### config.mk
export PLATFORM = sky130hd
export DESIGN_NAME = redundant_ref_clock_switch
export DESIGN_NICKNAME = d
export VERILOG_FILES = /design/src/logic/redundant_ref_clock_switch.v
export VERILOG_INCLUDE_DIRS = /design/src /design/src/logic
export SDC_FILE = /design/constraint.sdc
export NUM_CORES = 1
export LEC_CHECK = 0
export BUFFER_PORTS_ARGS = -buffer_cell sky130_fd_sc_hd__clkbuf_2
export CORE_MARGIN = 2
export CORE_UTILIZATION = 44
export DETAILED_ROUTE_END_ITERATION = 7
export GPL_ROUTABILITY_DRIVEN = 1
export HOLD_SLACK_MARGIN = 0.02
export PLACE_DENSITY_LB_ADDON = 0.3
export SYNTH_ARGS = -nofsm -noshare
export SYNTH_HDL_FRONTEND = slang
export SYNTH_SLANG_ARGS = --single-unit
### constraint.sdc
create_clock -name clk -period 2.1 [get_ports clk]
set_input_delay 0.315 -clock clk [delete_from_list [all_inputs] [get_ports clk]]
set_output_delay 0.315 -clock clk [all_outputs]
set_load 0.01 [all_outputs]
### src/logic/ref_clock_switch_map.vh
`ifndef REF_CLOCK_SWITCH_MAP_VH
`define REF_CLOCK_SWITCH_MAP_VH

// Register byte offsets
`define RCS_OFS_EVENT_STATUS 8'h00
`define RCS_OFS_EVENT_ENABLE 8'h04
`define RCS_OFS_EVENT_CLEAR 8'h08
`define RCS_OFS_LIVE_STATUS 8'h0c
`define RCS_OFS_CONTROL 8'h10

// Event bits (status, enable and clear share the layout)
`define RCS_EVT_REF0_LOST 0
`define RCS_EVT_REF1_LOST 1
`define RCS_EVT_REF_SWITCH 2
`define RCS_EVT_WIDTH 3

// Live status bits
`define RCS_LIVE_REF0_LOST 0
`define RCS_LIVE_REF1_LOST 1
`define RCS_LIVE_ACTIVE_REF 2
`define RCS_LIVE_AUTO_MODE 3

// Control bits
`define RCS_CTL_AUTO_ALLOW 0

// Reset values
`define RCS_RST_EVENT_ENABLE 3'h0
`define RCS_RST_CONTROL 1'h1

// AXI responses
`define RCS_RESP_OKAY 2'h0
`define RCS_RESP_SLVERR 2'h2

`endif

### src/logic/redundant_ref_clock_switch.v
// How it works
// Exactly one of the two reference enables is high at any time, never both.
// Reference 0 is the primary and the reset choice; reference 1 is the secondary.
// The active reference indicator is low for reference 0 and high for reference 1.
// An input with no level change over one whole feedback clock period is failed.
// Each input has its own loss flag, driven high on failure.
// Both inputs are watched all the time and each flag clears when toggling resumes.
// With the auto select low the manual select pin alone picks the reference.
// In manual mode a change on the manual select pin moves the reference and indicator.
// An undriven auto select input reads high, enabling automatic failover.
// In automatic mode a failed primary with a healthy secondary switches to the secondary.
// After an automatic switch the indicator shows the secondary.
// In automatic mode the reference returns to the primary once its loss flag drops.
// Board logic should start in manual mode on reference 0 and then raise auto select.
// With auto select floating at start the device comes up in automatic mode.
// In automatic mode with both inputs failed the selection and indicator stay put.
`timescale 1ns/1ns
`include "ref_clock_switch_map.vh"

module redundant_ref_clock_switch #(
  parameter ADDR_WIDTH = 8
) (
  // Clock and reset
  input wire clk,
  input wire rst,
  // Reference and feedback clocks, sampled
  input wire primaryRefInput,
  input wire secondaryRefInput,
  input wire feedbackClkIn,
  // Selection pins
  input wire autoSelIn,
  input wire autoSelDriven,
  input wire manualRefSelect,
  // Reference routing and indication
  output wire refEnable0,
  output wire refEnable1,
  output wire activeRefIndicator,
  output wire ref0LostFlag,
  output wire ref1LostFlag,
  // Interrupt
  output wire irq,
  // AXI4-Lite write address
  input wire [ADDR_WIDTH-1:0] awaddr,
  input wire awvalid,
  output wire awready,
  // AXI4-Lite write data
  input wire [31:0] wdata,
  input wire [3:0] wstrb,
  input wire wvalid,
  output wire wready,
  // AXI4-Lite write response
  output wire [1:0] bresp,
  output wire bvalid,
  input wire bready,
  // AXI4-Lite read address
  input wire [ADDR_WIDTH-1:0] araddr,
  input wire arvalid,
  output wire arready,
  // AXI4-Lite read data
  output wire [31:0] rdata,
  output wire [1:0] rresp,
  output wire rvalid,
  input wire rready
);

  // Decode of mapped offsets
  function isMapped;
    input [ADDR_WIDTH-1:0] addr;
    begin
      isMapped = (addr[7:0] == `RCS_OFS_EVENT_STATUS) ||
                 (addr[7:0] == `RCS_OFS_EVENT_ENABLE) ||
                 (addr[7:0] == `RCS_OFS_EVENT_CLEAR) ||
                 (addr[7:0] == `RCS_OFS_LIVE_STATUS) ||
                 (addr[7:0] == `RCS_OFS_CONTROL);
    end
  endfunction

  // Input history
  reg ref0Prev_ff;
  reg ref1Prev_ff;
  reg fbPrev_ff;
  reg fbStarted_ff;
  reg ref0Seen_ff;
  reg ref1Seen_ff;

  // Monitor and selection state
  reg ref0Lost_ff;
  reg ref1Lost_ff;
  reg refSel_ff;
  reg refEnable0_ff;
  reg refEnable1_ff;
  reg indicator_ff;
  reg autoMode_ff;

  // Register file
  reg [`RCS_EVT_WIDTH-1:0] evtStatus_ff;
  reg [`RCS_EVT_WIDTH-1:0] evtEnable_ff;
  reg autoAllow_ff;
  reg irq_ff;

  // Bus state
  reg awready_ff;
  reg wready_ff;
  reg [ADDR_WIDTH-1:0] awAddr_ff;
  reg [31:0] wData_ff;
  reg [3:0] wStrb_ff;
  reg bvalid_ff;
  reg [1:0] bresp_ff;
  reg arready_ff;
  reg rvalid_ff;
  reg [31:0] rdata_ff;
  reg [1:0] rresp_ff;

  wire fbRise;
  wire ref0Toggle;
  wire ref1Toggle;
  wire autoSelLevel;
  wire autoActive;
  wire doWrite;
  wire doRead;
  reg nxt_refSel;
  reg [`RCS_EVT_WIDTH-1:0] nxt_evtSet;
  reg [`RCS_EVT_WIDTH-1:0] nxt_evtClear;
  reg [31:0] nxt_rdata;

  assign fbRise = feedbackClkIn & ~fbPrev_ff;
  assign ref0Toggle = primaryRefInput ^ ref0Prev_ff;
  assign ref1Toggle = secondaryRefInput ^ ref1Prev_ff;
  // Undriven auto select is pulled high
  assign autoSelLevel = autoSelDriven ? autoSelIn : 1'b1;
  assign autoActive = autoSelLevel & autoAllow_ff;

  // Stuck-at monitor on each input, one feedback period per window
  always @(posedge clk) begin
    // History runs through reset, so release shows no false edge
    ref0Prev_ff <= primaryRefInput;
    ref1Prev_ff <= secondaryRefInput;
    fbPrev_ff <= feedbackClkIn;
    if (rst) begin
      fbStarted_ff <= 1'b0;
      ref0Seen_ff <= 1'b0;
      ref1Seen_ff <= 1'b0;
      ref0Lost_ff <= 1'b0;
      ref1Lost_ff <= 1'b0;
    end else begin
      if (fbRise) begin
        fbStarted_ff <= 1'b1;
        ref0Seen_ff <= 1'b0;
        ref1Seen_ff <= 1'b0;
        if (fbStarted_ff) begin
          ref0Lost_ff <= ~(ref0Seen_ff | ref0Toggle);
          ref1Lost_ff <= ~(ref1Seen_ff | ref1Toggle);
        end
      end else begin
        if (ref0Toggle) begin
          ref0Seen_ff <= 1'b1;
        end
        if (ref1Toggle) begin
          ref1Seen_ff <= 1'b1;
        end
      end
    end
  end

  // Reference selection
  always @* begin
    nxt_refSel = refSel_ff;
    if (!autoActive) begin
      nxt_refSel = manualRefSelect;
    end else if (!refSel_ff) begin
      if (ref0Lost_ff && !ref1Lost_ff) begin
        nxt_refSel = 1'b1;
      end else begin
        nxt_refSel = 1'b0;
      end
    end else if (!ref0Lost_ff) begin
      nxt_refSel = 1'b0;
    end
  end

  always @(posedge clk) begin
    if (rst) begin
      refSel_ff <= 1'b0;
      refEnable0_ff <= 1'b1;
      refEnable1_ff <= 1'b0;
      indicator_ff <= 1'b0;
      autoMode_ff <= 1'b0;
    end else begin
      refSel_ff <= nxt_refSel;
      refEnable0_ff <= ~nxt_refSel;
      refEnable1_ff <= nxt_refSel;
      indicator_ff <= nxt_refSel;
      autoMode_ff <= autoActive;
    end
  end

  // Event capture
  always @* begin
    nxt_evtSet = {`RCS_EVT_WIDTH{1'b0}};
    nxt_evtSet[`RCS_EVT_REF0_LOST] = fbRise & fbStarted_ff & ~ref0Lost_ff &
                                     ~(ref0Seen_ff | ref0Toggle);
    nxt_evtSet[`RCS_EVT_REF1_LOST] = fbRise & fbStarted_ff & ~ref1Lost_ff &
                                     ~(ref1Seen_ff | ref1Toggle);
    nxt_evtSet[`RCS_EVT_REF_SWITCH] = nxt_refSel ^ refSel_ff;
    nxt_evtClear = {`RCS_EVT_WIDTH{1'b0}};
    if (doWrite && awAddr_ff[7:0] == `RCS_OFS_EVENT_CLEAR && wStrb_ff[0]) begin
      nxt_evtClear = wData_ff[`RCS_EVT_WIDTH-1:0];
    end
  end

  // Register file and interrupt
  always @(posedge clk) begin
    if (rst) begin
      evtStatus_ff <= {`RCS_EVT_WIDTH{1'b0}};
      evtEnable_ff <= `RCS_RST_EVENT_ENABLE;
      autoAllow_ff <= `RCS_RST_CONTROL;
      irq_ff <= 1'b0;
    end else begin
      evtStatus_ff <= (evtStatus_ff & ~nxt_evtClear) | nxt_evtSet;
      irq_ff <= |(((evtStatus_ff & ~nxt_evtClear) | nxt_evtSet) & evtEnable_ff);
      if (doWrite && awAddr_ff[7:0] == `RCS_OFS_EVENT_ENABLE && wStrb_ff[0]) begin
        evtEnable_ff <= wData_ff[`RCS_EVT_WIDTH-1:0];
      end
      if (doWrite && awAddr_ff[7:0] == `RCS_OFS_CONTROL && wStrb_ff[0]) begin
        autoAllow_ff <= wData_ff[`RCS_CTL_AUTO_ALLOW];
      end
    end
  end

  // Write channel: address and data in either order
  assign doWrite = ~awready_ff & ~wready_ff & ~bvalid_ff;

  always @(posedge clk) begin
    if (rst) begin
      awready_ff <= 1'b1;
      wready_ff <= 1'b1;
      awAddr_ff <= {ADDR_WIDTH{1'b0}};
      wData_ff <= 32'h0;
      wStrb_ff <= 4'h0;
      bvalid_ff <= 1'b0;
      bresp_ff <= `RCS_RESP_OKAY;
    end else begin
      if (awvalid && awready_ff) begin
        awready_ff <= 1'b0;
        awAddr_ff <= awaddr;
      end
      if (wvalid && wready_ff) begin
        wready_ff <= 1'b0;
        wData_ff <= wdata;
        wStrb_ff <= wstrb;
      end
      if (doWrite) begin
        bvalid_ff <= 1'b1;
        bresp_ff <= isMapped(awAddr_ff) ? `RCS_RESP_OKAY : `RCS_RESP_SLVERR;
      end else if (bvalid_ff && bready) begin
        bvalid_ff <= 1'b0;
        awready_ff <= 1'b1;
        wready_ff <= 1'b1;
      end
    end
  end

  // Read channel
  assign doRead = arvalid & arready_ff;

  always @* begin
    nxt_rdata = 32'h0;
    case (araddr[7:0])
      `RCS_OFS_EVENT_STATUS: begin
        nxt_rdata[`RCS_EVT_WIDTH-1:0] = evtStatus_ff;
      end
      `RCS_OFS_EVENT_ENABLE: begin
        nxt_rdata[`RCS_EVT_WIDTH-1:0] = evtEnable_ff;
      end
      `RCS_OFS_LIVE_STATUS: begin
        nxt_rdata[`RCS_LIVE_REF0_LOST] = ref0Lost_ff;
        nxt_rdata[`RCS_LIVE_REF1_LOST] = ref1Lost_ff;
        nxt_rdata[`RCS_LIVE_ACTIVE_REF] = indicator_ff;
        nxt_rdata[`RCS_LIVE_AUTO_MODE] = autoMode_ff;
      end
      `RCS_OFS_CONTROL: begin
        nxt_rdata[`RCS_CTL_AUTO_ALLOW] = autoAllow_ff;
      end
      default: begin
        nxt_rdata = 32'h0;
      end
    endcase
  end

  always @(posedge clk) begin
    if (rst) begin
      arready_ff <= 1'b0;
      rvalid_ff <= 1'b0;
      rdata_ff <= 32'h0;
      rresp_ff <= `RCS_RESP_OKAY;
    end else begin
      if (doRead) begin
        arready_ff <= 1'b0;
        rvalid_ff <= 1'b1;
        rdata_ff <= nxt_rdata;
        rresp_ff <= isMapped(araddr) ? `RCS_RESP_OKAY : `RCS_RESP_SLVERR;
      end else if (rvalid_ff) begin
        if (rready) begin
          rvalid_ff <= 1'b0;
          arready_ff <= 1'b1;
        end
      end else begin
        arready_ff <= 1'b1;
      end
    end
  end

  // Outputs
  assign refEnable0 = refEnable0_ff;
  assign refEnable1 = refEnable1_ff;
  assign activeRefIndicator = indicator_ff;
  assign ref0LostFlag = ref0Lost_ff;
  assign ref1LostFlag = ref1Lost_ff;
  assign irq = irq_ff;
  assign awready = awready_ff;
  assign wready = wready_ff;
  assign bvalid = bvalid_ff;
  assign bresp = bresp_ff;
  assign arready = arready_ff;
  assign rvalid = rvalid_ff;
  assign rdata = rdata_ff;
  assign rresp = rresp_ff;

endmodule

# --- After elaboration in Yosys (flattened, before gate mapping) ---
# Cells that the tools add are included.
word_totals:
  regBits: 44
  in_bits: 65
  out_inout_bits: 47
  elab_cells: 113
op_classes:
  eq_ne: 9
  n_mux: 24
  bitwise_logic: 28
  reduce_logical: 26
ops:
  columns: ["op", "n"]
  rows:
  - ["8-bit by 4-bit equality test with 1-bit output (second input constant)", 4]
  - ["1-bit two-way mux", 19]
  - ["8-bit by 3-bit equality test with 1-bit output (second input constant)", 2]
  - ["8-bit by 5-bit equality test with 1-bit output (second input constant)", 2]
  - ["8-bit zero test", 2]
  - ["1-bit AND", 10]
  - ["1-bit logical AND", 10]
  - ["1-bit NOT", 9]
  - ["1-bit logical OR", 8]
  - ["3-bit AND", 2]
  - ["2-bit case mux with 3 select lines", 1]
  - ["2-bit two-way mux", 2]
  - ["1-bit case mux with 4 select lines", 1]
  - ["2-bit OR reduction", 2]
  - ["3-bit two-way mux", 1]
  - ["3-bit NOT", 1]
  - ["3-bit bitwise OR", 1]
  - ["3-bit OR reduction", 1]
  - ["1-bit XOR", 3]
  - ["2-bit inequality test (second input constant)", 1]
  - ["1-bit bitwise OR", 2]
  - ["2-bit AND reduction", 1]
  - ["2-bit nonzero test", 1]
  - ["1-bit zero test", 1]

# --- Longest topological paths before layout ---
# Gate-level depths: netlist (run 1).
depth:
  word_depth: 11
  depth_mapped: 6
  depth_no_buf: 5

# --- Worst setup path after synthesis (run 1) ---
# OpenSTA, ideal clock, no wires.
synth_path:
  kind: "register to register"
  startpoint: "register wready_ff, in the netlist wready"
  endpoint: "register irq_ff, in the netlist irq"
  setup_time_ns: 0.134
  t_arrival_ns: 1.609
  required_time_ns: 1.966
  slack_ns: 0.357
  path_stages_with_launch: 7
  n_path_buf: 1
  synth_period_minus_slack_ns: 1.743
  path_cell_list: "dfxtp_1 -> buf_6 -> or4b_4 -> nor4_2 -> o32ai_1 -> a22oi_1 -> o22ai_1"
synth_via:
  elab_chain_len: 11
synth_lines:
  columns: ["item", "line_no", "text"]
  rows:
  - ["start, declared", "redundant_ref_clock_switch.v:103", "reg wready_ff;"]
  - ["start signal, assigned", "redundant_ref_clock_switch.v:236", "wready_ff <= 1'b1;"]
  - ["start signal, assigned", "redundant_ref_clock_switch.v:248", "wready_ff <= 1'b0;"]
  - ["start signal, assigned", "redundant_ref_clock_switch.v:258", "wready_ff <= 1'b1;"]
  - ["1-bit NOT", "redundant_ref_clock_switch.v:231", "assign doWrite = ~awready_ff & ~wready_ff & ~bvalid_ff;"]
  - ["1-bit AND (2 in a row)", "redundant_ref_clock_switch.v:231", null]
  - ["1-bit logical AND (no line)", null, null]
  - ["1-bit logical AND", "redundant_ref_clock_switch.v:206", "if (doWrite && awAddr_ff[7:0] == `RCS_OFS_EVENT_CLEAR && wStrb_ff[0]) begin"]
  - ["3-bit two-way mux", "redundant_ref_clock_switch.v:206", null]
  - ["3-bit NOT", "redundant_ref_clock_switch.v:220", "irq_ff <= |(((evtStatus_ff & ~nxt_evtClear) | nxt_evtSet) & evtEnable_ff);"]
  - ["3-bit AND", "redundant_ref_clock_switch.v:220", null]
  - ["3-bit bitwise OR", "redundant_ref_clock_switch.v:220", null]
  - ["3-bit AND", "redundant_ref_clock_switch.v:220", null]
  - ["3-bit OR reduction", "redundant_ref_clock_switch.v:220", null]
  - ["end signal, assigned", "redundant_ref_clock_switch.v:220", null]
  - ["end, declared", "redundant_ref_clock_switch.v:99", "reg irq_ff;"]
# Every way passes these cells.
# A chain may end at the register's enable or synchronous reset.

# --- Worst setup path after layout (run 1) ---
layout_path:
  startpoint: "register bvalid_ff, in the netlist bvalid"
  endpoint: "register irq_ff, in the netlist irq"
layout_via:
  elab_chain_len: 10
layout_lines:
  columns: ["item", "line_no", "text"]
  rows:
  - ["start, declared", "redundant_ref_clock_switch.v:107", "reg bvalid_ff;"]
  - ["start signal, assigned", "redundant_ref_clock_switch.v:240", "bvalid_ff <= 1'b0;"]
  - ["start signal, assigned", "redundant_ref_clock_switch.v:253", "bvalid_ff <= 1'b1;"]
  - ["start signal, assigned", "redundant_ref_clock_switch.v:256", "bvalid_ff <= 1'b0;"]
  - ["1-bit NOT", "redundant_ref_clock_switch.v:231", null]
  - ["1-bit AND", "redundant_ref_clock_switch.v:231", null]
  - ["1-bit logical AND (no line)", null, null]
  - ["1-bit logical AND", "redundant_ref_clock_switch.v:206", null]
  - ["3-bit two-way mux", "redundant_ref_clock_switch.v:206", null]
  - ["3-bit NOT", "redundant_ref_clock_switch.v:220", null]
  - ["3-bit AND", "redundant_ref_clock_switch.v:220", null]
  - ["3-bit bitwise OR", "redundant_ref_clock_switch.v:220", null]
  - ["3-bit AND", "redundant_ref_clock_switch.v:220", null]
  - ["3-bit OR reduction", "redundant_ref_clock_switch.v:220", null]
# Every way passes these cells.

==> out/results.txt, run 1 <==
EDFF count, synth: 0
CTS clk-pin slew, worst paths: 0.07 ns
Total power: 1.53 mW
Cell Count Post-Placement: 320
Placed cell areas: 2130 um^2
Worst path bufs/invs: 0
P_leak: 0.983 nW
Per-cell routed wire length: 10.9 um
TritonCTS clock tree: done
Final number of max-transition violations: 0
Reg-to-reg slack, setup: 0.28 ns
Die Height: 70.7 um
Clock Power Share: 0.310
CP cell instances: or4b_4, nor4_1, o32ai_1, a22oi_1, o22ai_1
Sw Share: 0.254
Most frequent cells after synthesis: dfxtp_1, buf_4, a21oi_1
Critical path's top delay family: simple AND/OR/NAND/NOR gates
Critical path endpoint category: register
Logic pwr share: 0.128
CP startpoint kind: register
Via density: 4.84
Remaining DRCs: 0
# hold bufs at CTS: 0
Worst skew pair latency: 0.28 ns
Post-DRT Antenna Nets: 0
Vias in the first global route: 1,353
Bufs on Longest Clock Path: 2
Synthesis-to-layout area growth: 12.5%
Pre-CTS WS: 0.284 ns
Multi-input gate area: 916 um^2
Post-CTS setup buffers: 0
Finished Cell Area: 2200 um^2
Cell Area, Synth: 1960 um^2
Mapped Cells: 227
Top cells by area, synth: dfxtp_1, buf_4, a21oi_1, nand3_1, nand2_1
Final std cells w/o fill: 327
Net switching power: 0.388 mW
Top cell type's share of synthesized area: 0.429
Pwr/cell area: 693 nW/um^2
Layout cells sized above 1: 0.225
Peak VDD IR: 0.000347 V
GPL Wtd Cong: 0.770
1st-iter DRT viols: 37
RSZ-0062 raised after global routing: false
Final WS setup: 0.284 ns
Tot GR Track Use: 0.143
Internal power: 1.14 mW
GRT overflow: 0
R2R cell count: 5
Async S/R FF share, synth: 0
Yosys top cell by area: dfxtp_1
Critical path class: register to register
Post-DP HPWL: 2730 um
Via count: 1,584
Minimum clock period after layout: 1.82 ns
Hold path cells: 1
Largest net degree at the start of global routing: 25
FF/Latch Area: 841 um^2
Clk root buf: clkbuf_8
Min-delay src: feedbackClkIn
Count of cells resized by post-cts repair: 0
Yosys warns: 0
Starting Density: 0.453
Critical path origin: bvalid$_SDFFE_PP0P_
Chip width: 70.7 um
Hold endpoint: fbPrev_ff$_DFF_P_
Fillers: 478
I/O pins: 112
Worst Path Arrival: 1.98 ns
FMAX: 0.551 GHz
Most used flip-flop cell after synthesis: dfxtp_1
R2r startpoint: bvalid$_SDFFE_PP0P_
Row cnt: 24
Final cycle utilization of the critical path: 0.865
DR pass1 iterations: 4
CP max FO: 5
Synthesized flop and latch total: 42
CP max stage delay: 0.59 ns
Setup TNS: 0 ns
Fin. Hold Viols: 0
Die area: 5000 um^2
Port-buffer cells: 49
NumNets Final: 340
Worst reg2reg path endpoint: irq$_SDFF_PP0_
Total wire length: 3550 um
Status: completed
CTS buffer count: 5
Initial antenna violation count: 0
Critical path data required time: 2.27 ns
Sequential Power Share: 0.561
Final-report setup violation count: 0
Most common cell in the netlist: dfxtp_1
Clock sinks: 42
Core area: 4320 um^2
Max-cap violations: 0
Critical path's slowest cell: or4b_4
First-pass GRT wire length: 5830 um
Avg Synthesized Cell Area: 8.63 um^2
Layout Skew: 0.00339 ns
Distinct cells, synth: 37
ANT cells: 0
Sequential area share after synthesis: 0.429
Worst hold path class: input pin to register
CTS H-tree depth: 2
[logic make-up after synthesis]
group                     share of synthesized area
and+or+nand+nor                               0.222
buffers and inverters                         0.159
AOI/OAI and AO/OA                             0.138
DFF                                           0.429
muxes                                        0.0415
xor gates and xnor gates                    0.00894
other                                       0.00191
[flip-flops by register name (all words and copies together) (netlist names), 3 cells and up]
register,flops
awAddr_ff,8
rdata,4
evtEnable_ff,3
evtStatus_ff,3
wData_ff,3
[worst max-delay path by stage]
stage / end / slack (ns) / depth (start not counted)
after floorplan: irq$_SDFF_PP0_ / 0.36 / 6
after global placement: irq$_SDFF_PP0_ / 0.29 / 5
after detailed placement: irq$_SDFF_PP0_ / 0.28 / 5
after CTS: irq$_SDFF_PP0_ / 0.26 / 5
after global routing: irq$_SDFF_PP0_ / 0.18 / 5
final: irq$_SDFF_PP0_ / 0.28 / 5
[layer usage]
metal  track usage  part of all wire
met3        0.0370             0.072
met4        0.0503             0.011
met2         0.235              0.46
met5             0                 0
met1         0.183              0.46
[power groups by stage]
stage	registers (mW)	clock network (mW)	logic (mW)
finish	0.857	0.474	0.196
global route	0.862	0.516	0.220
CTS	0.857	0.493	0.197
detailed placement	0.876	0	0.196
global placement	0.875	0	0.193
floorplan	0.876	0	0.171
[cell type report]
cell class / instances / area share
well taps: 52 / 0.0295
repair buffers: 52 / 0.122
flip-flops and latches: 42 / 0.382
multi-input cells: 164 / 0.416
clock buffers: 7 / 0.0346
inverters: 10 / 0.0170
[cells in the final DEF (no fill, tap or decap), drive strengths merged]
master and count:
o22ai 1, nor2b 4, dfxtp 42, a21o 2, a21oi 22, a22oi 2, o32ai 3, a22o 2
nand4b 1, conb 30, a2bb2oi 1, nand2 19, o21a 2, xnor2 2, mux2i 7, clkbuf 56
nand3b 2, buf 3, mux2 1, o211a 1, a211oi 1, nor2 17, nor3 6, nor4 6
or4 1, inv 10, nand2b 5, a311oi 1, nor3b 1, or4bb 2, nand3 15, or4b 1
o21ai 6
[per-stage QoR]
| stage | utilization | hold slack, ns |
|---|---|---|
| 6_report | 0.510 | 0.143 |
| 5_1_grt | 0.510 | 0.134 |
| 4_1_cts | 0.510 | 0.135 |
| 3_5_place_dp | 0.492 | 0.434 |
| 3_3_place_gp | 0.492 | 0.433 |
| 2_1_floorplan | - | 0.343 |
(Power assumes the default switching activity.)
==> run 2, diff against run 1 <==
--- a/config.mk
+++ b/config.mk
@@ -6,8 +6,8 @@
 export SDC_FILE = /design/constraint.sdc
 export NUM_CORES = 1
 export LEC_CHECK = 0
+export ABC_AREA = 1
 export BUFFER_PORTS_ARGS = -buffer_cell sky130_fd_sc_hd__clkbuf_2
-export CORE_MARGIN = 2
 export CORE_UTILIZATION = 44
 export DETAILED_ROUTE_END_ITERATION = 7
 export GPL_ROUTABILITY_DRIVEN = 1
==> out/results.txt, run 2 <==
Status: completed
Clk root buf: clkbuf_8
Worst path bufs/invs: 1 (+1)
Sequential area share after synthesis: 0.409 (-0.0201)
EDFF count, synth: 0 (unchanged)
I/O pins: 112 (unchanged)
Yosys top cell by area: dfxtp_1
FMAX: 0.792 GHz (+44%)
Via density: 4.51 (-7.0%)
Mapped Cells: 285 (+26%)
1st-iter DRT viols: 100 (+170%)
Worst-margin pin slew: 0.576 ns
Critical path's top delay family: simple AND/OR/NAND/NOR gates
Sequential Power Share: 0.465 (-0.096)
Hold endpoint: fbPrev_ff$_DFF_P_
Most common cell in the netlist: nand2_1
Max FFs per register: 8 (unchanged)
P_leak: 1.21 nW (+23%)
Yosys warns: 0 (unchanged)
Pre-CTS WS: 0.687 ns (+0.403 ns)
Post-DP HPWL: 2830 um (+3.6%)
Final number of max-transition violations: 0 (unchanged)
Initial antenna violation count: 0 (unchanged)
CP startpoint kind: register
Finished Cell Area: 2370 um^2 (+7.4%)
Cell Count Post-Placement: 380 (+19%)
# hold bufs at CTS: 0 (unchanged)
Fin. Hold Viols: 0 (unchanged)
Hold path cells: 1 (unchanged)
Reg-to-reg slack, setup: 0.84 ns (+0.55 ns)
CTS buffer count: 5 (unchanged)
Most frequent cells after synthesis: nand2_1, dfxtp_1, nor2_1
Total wire length: 3630 um (+2.2%)
Peak VDD IR: 0.000469 V (+35%)
CTS H-tree depth: 2 (unchanged)
Worst Path Arrival: 1.46 ns (-0.52 ns)
Count of cells resized by post-cts repair: 0 (unchanged)
Critical path endpoint category: register
Most used flip-flop cell after synthesis: dfxtp_1
Total power: 1.86 mW (+22%)
Synthesis-to-layout area growth: 15.2%
Logic pwr share: 0.116 (-0.012)
Reg with most FFs: awAddr_ff
Bufs on Longest Clock Path: 2 (unchanged)
Crit. path cell count: 10 (+5)
Final-report setup violation count: 0 (unchanged)
Post-CTS setup buffers: 0 (unchanged)
Net switching power: 0.437 mW (+13%)
CP max stage delay: 0.35 ns (-0.24 ns)
Row cnt: 24 (unchanged)
ANT cells: 0 (unchanged)
Top cells by area, synth: dfxtp_1, buf_4, nand2_1, nor2_1, inv_1
Internal power: 1.42 mW (+25%)
Vias in the first global route: 1,533 (+13%)
Final std cells w/o fill: 388 (+19%)
Via count: 1,748 (+10%)
R2R cell count: 10 (+5)
Critical path's slowest cell: dfxtp_1
Async S/R FF share, synth: 0 (unchanged)
Max-cap violations: 0 (unchanged)
Worst skew pair latency: 0.29 ns (about the same)
Clock sinks: 42 (unchanged)
Distinct cells, synth: 30 (-19%)
GPL Wtd Cong: 0.755 (-1.9%)
Final WS setup: 0.837 ns (+0.554 ns)
RSZ-0062 raised after global routing: false
Setup TNS: 0 ns (unchanged)
Tot GR Track Use: 0.159 (+0.0163)
Largest net degree at the start of global routing: 23 (-8.0%)
Cell Area, Synth: 2060 um^2 (+4.9%)
Fillers: 432 (-9.6%)
Sw Share: 0.235 (-0.0184)
Worst reg2reg path endpoint: irq$_SDFF_PP0_
Clock Power Share: 0.419 (+0.109)
R2r startpoint: bvalid$_SDFFE_PP0P_
Worst path most repeated cell: nand2_1
Avg Synthesized Cell Area: 7.21 um^2 (-16%)
Remaining DRCs: 0 (unchanged)
CTS clk-pin slew, worst paths: 0.08 ns (about the same)
Min-delay src: feedbackClkIn
Worst hold path class: input pin to register
Synthesized flop and latch total: 42 (unchanged)
Top cell type's share of synthesized area: 0.409 (-0.0201)
Critical path class: register to register
Post-DRT Antenna Nets: 0 (unchanged)
Leading cell type in the layout, fill and taps excluded: nand2_1
NumNets Final: 400 (+18%)
CP cell instances: nor2_2, nand2_2, nor2_4, nand3_1, nand2_1, nand2_1, nand2_1, nand3_1, nand2_1, inv_1
Final cycle utilization of the critical path: 0.601 (-0.264)
Per-cell routed wire length: 9.36 um (-14%)
Port-buffer cells: 49 (unchanged)
Die area: 4950 um^2 (-1.1%)
Pwr/cell area: 785 nW/um^2 (+13%)
Placed cell areas: 2220 um^2 (+4.6%)
GRT overflow: 0 (unchanged)
Core area: 4410 um^2 (+2.1%)
Chip width: 70.4 um (-0.54%)
Commonest cells after routing, fill and taps aside: nand2_1, clkbuf_2, dfxtp_1
Slew HR: 0.615
First-pass GRT wire length: 6290 um (+7.9%)
Minimum clock period after layout: 1.26 ns (-0.554 ns)
Layout Skew: 0.00439 ns (+0.00100 ns)
Die Height: 70.4 um (-0.54%)
CP max FO: 4 (-1)
Starting Density: 0.466 (+0.0126)
TritonCTS clock tree: done
DR pass1 iterations: 4 (unchanged)
Layout cells sized above 1: 0.232 (+0.00669)
Critical path data required time: 2.29 ns (+0.02 ns)
## run 2: power groups by stage
stage | logic, mW | registers [mW] | clock network [mW]
final | 0.215 | 0.864 | 0.779
after global routing | 0.245 | 0.870 | 0.838
after CTS | 0.216 | 0.865 | 0.799
after detailed placement | 0.215 | 0.883 | 0
after global placement | 0.212 | 0.882 | 0
after floorplan | 0.186 | 0.884 | 0
## run 2: per-layer routing
layer / vias up / GRT usage / wire length, um
met5: - / 0 / 0
met4: 0 / 0.0800 / 71
met3: 8 / 0.0433 / 214
met2: 56 / 0.257 / 1620
met1: 747 / 0.193 / 1720
li1: 937 / - / -
## run 2: layout make-up
type,count,area (um^2),area share
multi-input cells,199,930,0.393
flip-flops and latches,42,841,0.355
repair buffers,49,245,0.104
inverters,38,144,0.0608
clock buffers,6,82.6,0.0349
well taps,52,65.1,0.0275
clock inverters,2,60.1,0.0254
## run 2: worst max path at each step
stage / from / endpoint / slack, ns
5_1_grt: awAddr_ff[0]$_SDFFE_PP0P_ / irq$_SDFF_PP0_ / 0.62
3_3_place_gp: rst / awAddr_ff[2]$_SDFFE_PP0P_ / 0.66
4_1_cts: bvalid$_SDFFE_PP0P_ / irq$_SDFF_PP0_ / 0.82
6_report: bvalid$_SDFFE_PP0P_ / irq$_SDFF_PP0_ / 0.84
3_5_place_dp: rst / wStrb_ff[0]$_SDFFE_PP0P_ / 0.69
2_1_floorplan: bvalid$_SDFFE_PP0P_ / irq$_SDFF_PP0_ / 0.95
## run 2: stage by stage
step / hold WS (ns) / util
after floorplan: 0.343 / -
after global placement: 0.436 / 0.504
after detailed placement: 0.440 / 0.504
after CTS: 0.133 / 0.536
after global routing: 0.127 / 0.536
final: 0.138 / 0.536
## run 2: logic make-up after synthesis
| logic type | Yosys count | share of synthesized area |
|---|---|---|
| other cells | 1 | 0.00182 |
| flops | 42 | 0.409 |
| buf+inv | 73 | 0.192 |
| simple gates | 120 | 0.265 |
| compound gates | 48 | 0.128 |
| xor+xnor | 1 | 0.00426 |
==> run 3, diff against run 2 <==
==> constraint.sdc (replaced) <==
create_clock -name clk -period 1.2 [get_ports clk]
set_input_delay 0.18 -clock clk [delete_from_list [all_inputs] [get_ports clk]]
set_output_delay 0.18 -clock clk [all_outputs]
set_load 0.01 [all_outputs]
==> out/results.txt, run 3 (synthesis gave the netlist of run 2 again) <==
Max FFs per register: 8 (unchanged)
Critical path's slowest cell: dfxtp_2
CTS H-tree depth: 2 (unchanged)
RSZ-0062 raised after global routing: true
ANT cells: 0 (unchanged)
FMAX: 0.801 GHz (+1.2%)
Final std cells w/o fill: 412 (+6.2%)
I/O pins: 112 (unchanged)
P_leak: 1.30 nW (+7.3%)
Starting Density: 0.466 (unchanged)
Row cnt: 24 (unchanged)
Commonest cells after routing, fill and taps aside: nand2_1, clkbuf_2, dfxtp_1
Port-buffer cells: 49 (unchanged)
Setup TNS: -0.103 ns (-0.103 ns)
Initial antenna violation count: 0 (unchanged)
1st-iter DRT viols: 73 (-27%)
Final-report setup violation count: 4 (+4)
Remaining DRCs: 0 (unchanged)
CP max FO: 4 (unchanged)
Max-cap violations: 0 (unchanged)
CP max stage delay: 0.33 ns (-0.02 ns)
Pwr/cell area: 1140 nW/um^2 (+45%)
Critical path endpoint category: register
Worst hold path class: input pin to register
Clk root buf: clkbuf_8
Sw Share: 0.271 (+0.0355)
Worst Path Arrival: 1.48 ns (+0.02 ns)
Layout cells sized above 1: 0.308 (+0.0762)
Synthesis-to-layout area growth: 23.7%
CP startpoint kind: register
Minimum clock period after layout: 1.25 ns (-0.0148 ns)
Final cycle utilization of the critical path: 1.04 (+0.439)
Critical path class: register to register
Status: complete, but fails checks
Via density: 4.39 (-2.6%)
Vias in the first global route: 1,606 (+4.8%)
Worst skew pair latency: 0.30 ns (about the same)
Total wire length: 3780 um (+4.2%)
Failing checks: setup timing
Sequential Power Share: 0.522 (+0.057)
Internal power: 2.12 mW (+49%)
Clock sinks: 42 (unchanged)
Final WS setup: -0.0478 ns (-0.885 ns)
CP cell instances: nor2_2, nand2_2, buf_4, nor2_4, nand4_2, clkinv_2, o21ai_1, a21oi_1
Fin. Hold Viols: 0 (unchanged)
GRT overflow: 0 (unchanged)
Per-cell routed wire length: 9.18 um (-1.9%)
TritonCTS clock tree: done
Peak VDD IR: 0.00101 V (+120%)
Die area: 4950 um^2 (unchanged)
Die Height: 70.4 um (unchanged)
Post-DP HPWL: 2960 um (+4.6%)
Leading cell type in the layout, fill and taps excluded: nand2_1
Chip width: 70.4 um (unchanged)
Logic pwr share: 0.153 (+0.037)
GPL Wtd Cong: 0.741 (-1.9%)
Net switching power: 0.786 mW (+80%)
CTS clk-pin slew, worst paths: 0.07 ns (about the same)
DR pass1 iterations: 4 (unchanged)
CTS buffer count: 5 (unchanged)
Bufs on Longest Clock Path: 2 (unchanged)
Layout Skew: 0.00716 ns (+0.00277 ns)
NumNets Final: 424 (+6.0%)
Via count: 1,808 (+3.4%)
Final number of max-transition violations: 0 (unchanged)
Tot GR Track Use: 0.169 (+0.00990)
First-pass GRT wire length: 6600 um (+4.9%)
Reg with most FFs: awAddr_ff
Core area: 4410 um^2 (unchanged)
Critical path data required time: 1.43 ns (-0.86 ns)
Post-DRT Antenna Nets: 0 (unchanged)
Clock Power Share: 0.324 (-0.095)
Largest net degree at the start of global routing: 14 (-39%)
Cell Count Post-Placement: 398 (+4.7%)
-- run 3: cell types whose count changed in the layout (fill, tap and decap cells not counted), moves of 2 or more --
cell	previous run	this run
dlygate4sd3_1	0	3
nand3_2	1	4
nand2_1	53	50
buf_4	0	21
nand2_2	2	5
bufinv_16	2	0
nand3_1	13	10
dfxtp_2	0	5
dfxtp_1	42	37
-- run 3: critical path, delay by kind of cell, from the launching register on --
| family | cells | cell delay, ns |
|---|---|---|
| DFF | 1 | 0.33 |
| AOI/OAI and AO/OA | 2 | 0.16 |
| buffers and inverters | 2 | 0.26 |
| and+or+nand+nor | 4 | 0.43 |
-- run 3: cell type report --
type / count / area [um^2]
multi-input combinational: 199 / 960
clock buffer: 6 / 82.6
inverter: 38 / 144
fill: 419 / 1870
tap: 52 / 65.1
clock inverter: 2 / 12.5
sequential: 42 / 847
timing repair buffer: 73 / 433
-- run 3: final timing paths --
path,end,depth (start not counted),startpoint,slack [ns]
setup reg to reg,evtEnable_ff[0]$_SDFFE_PP0P_,8,bvalid$_SDFFE_PP0P_,-0.05
hold reg to reg,rdata[3]$_SDFFE_PP0P_,2,autoMode_ff$_SDFF_PP0_,0.45
hold / removal,awready$_SDFF_PP1_,2,awvalid,0.11
setup / recovery,evtEnable_ff[0]$_SDFFE_PP0P_,8,bvalid$_SDFFE_PP0P_,-0.05
-- run 3: metal layers --
layer  GRT usage  up-vias  share of wire
met5           0        -              0
met4      0.0667        0          0.017
met3      0.0563        6          0.063
met2       0.280       57           0.47
met1       0.200      756           0.45
li1            -      989              -
-- run 3: what timing repair did --
action	4_1_cts	5_1_grt
endpoints found under the setup margin	2	8
setup buffers	0	3
endpoints found under the hold margin	3	0
hold buffers	3	0
resized for setup	4	9
pin swaps	3	10
-- run 3: metrics by stage --
step	instance area, um^2	worst slack (ns)	total power [mW]	utilization	hold slack, ns
global placement	2360	-0.00173	1.96	0.535	0.298
floorplan	2160	0.0493	1.87	-	0.208
global route	2540	-0.181	3.07	0.576	0.122
finish	2540	-0.0478	2.90	0.576	0.110
detailed placement	2360	-0.00836	1.97	0.535	0.303
CTS	2500	-0.0179	2.93	0.566	0.0967
-- run 3: power groups by stage --
| stage | sequential, mW | combinational, mW | clock [mW] |
|---|---|---|---|
| 6_report | 1.52 | 0.444 | 0.941 |
| 5_1_grt | 1.53 | 0.505 | 1.04 |
| 4_1_cts | 1.51 | 0.437 | 0.979 |
| 3_5_place_dp | 1.54 | 0.425 | 0 |
| 3_3_place_gp | 1.54 | 0.420 | 0 |
| 2_1_floorplan | 1.55 | 0.326 | 0 |
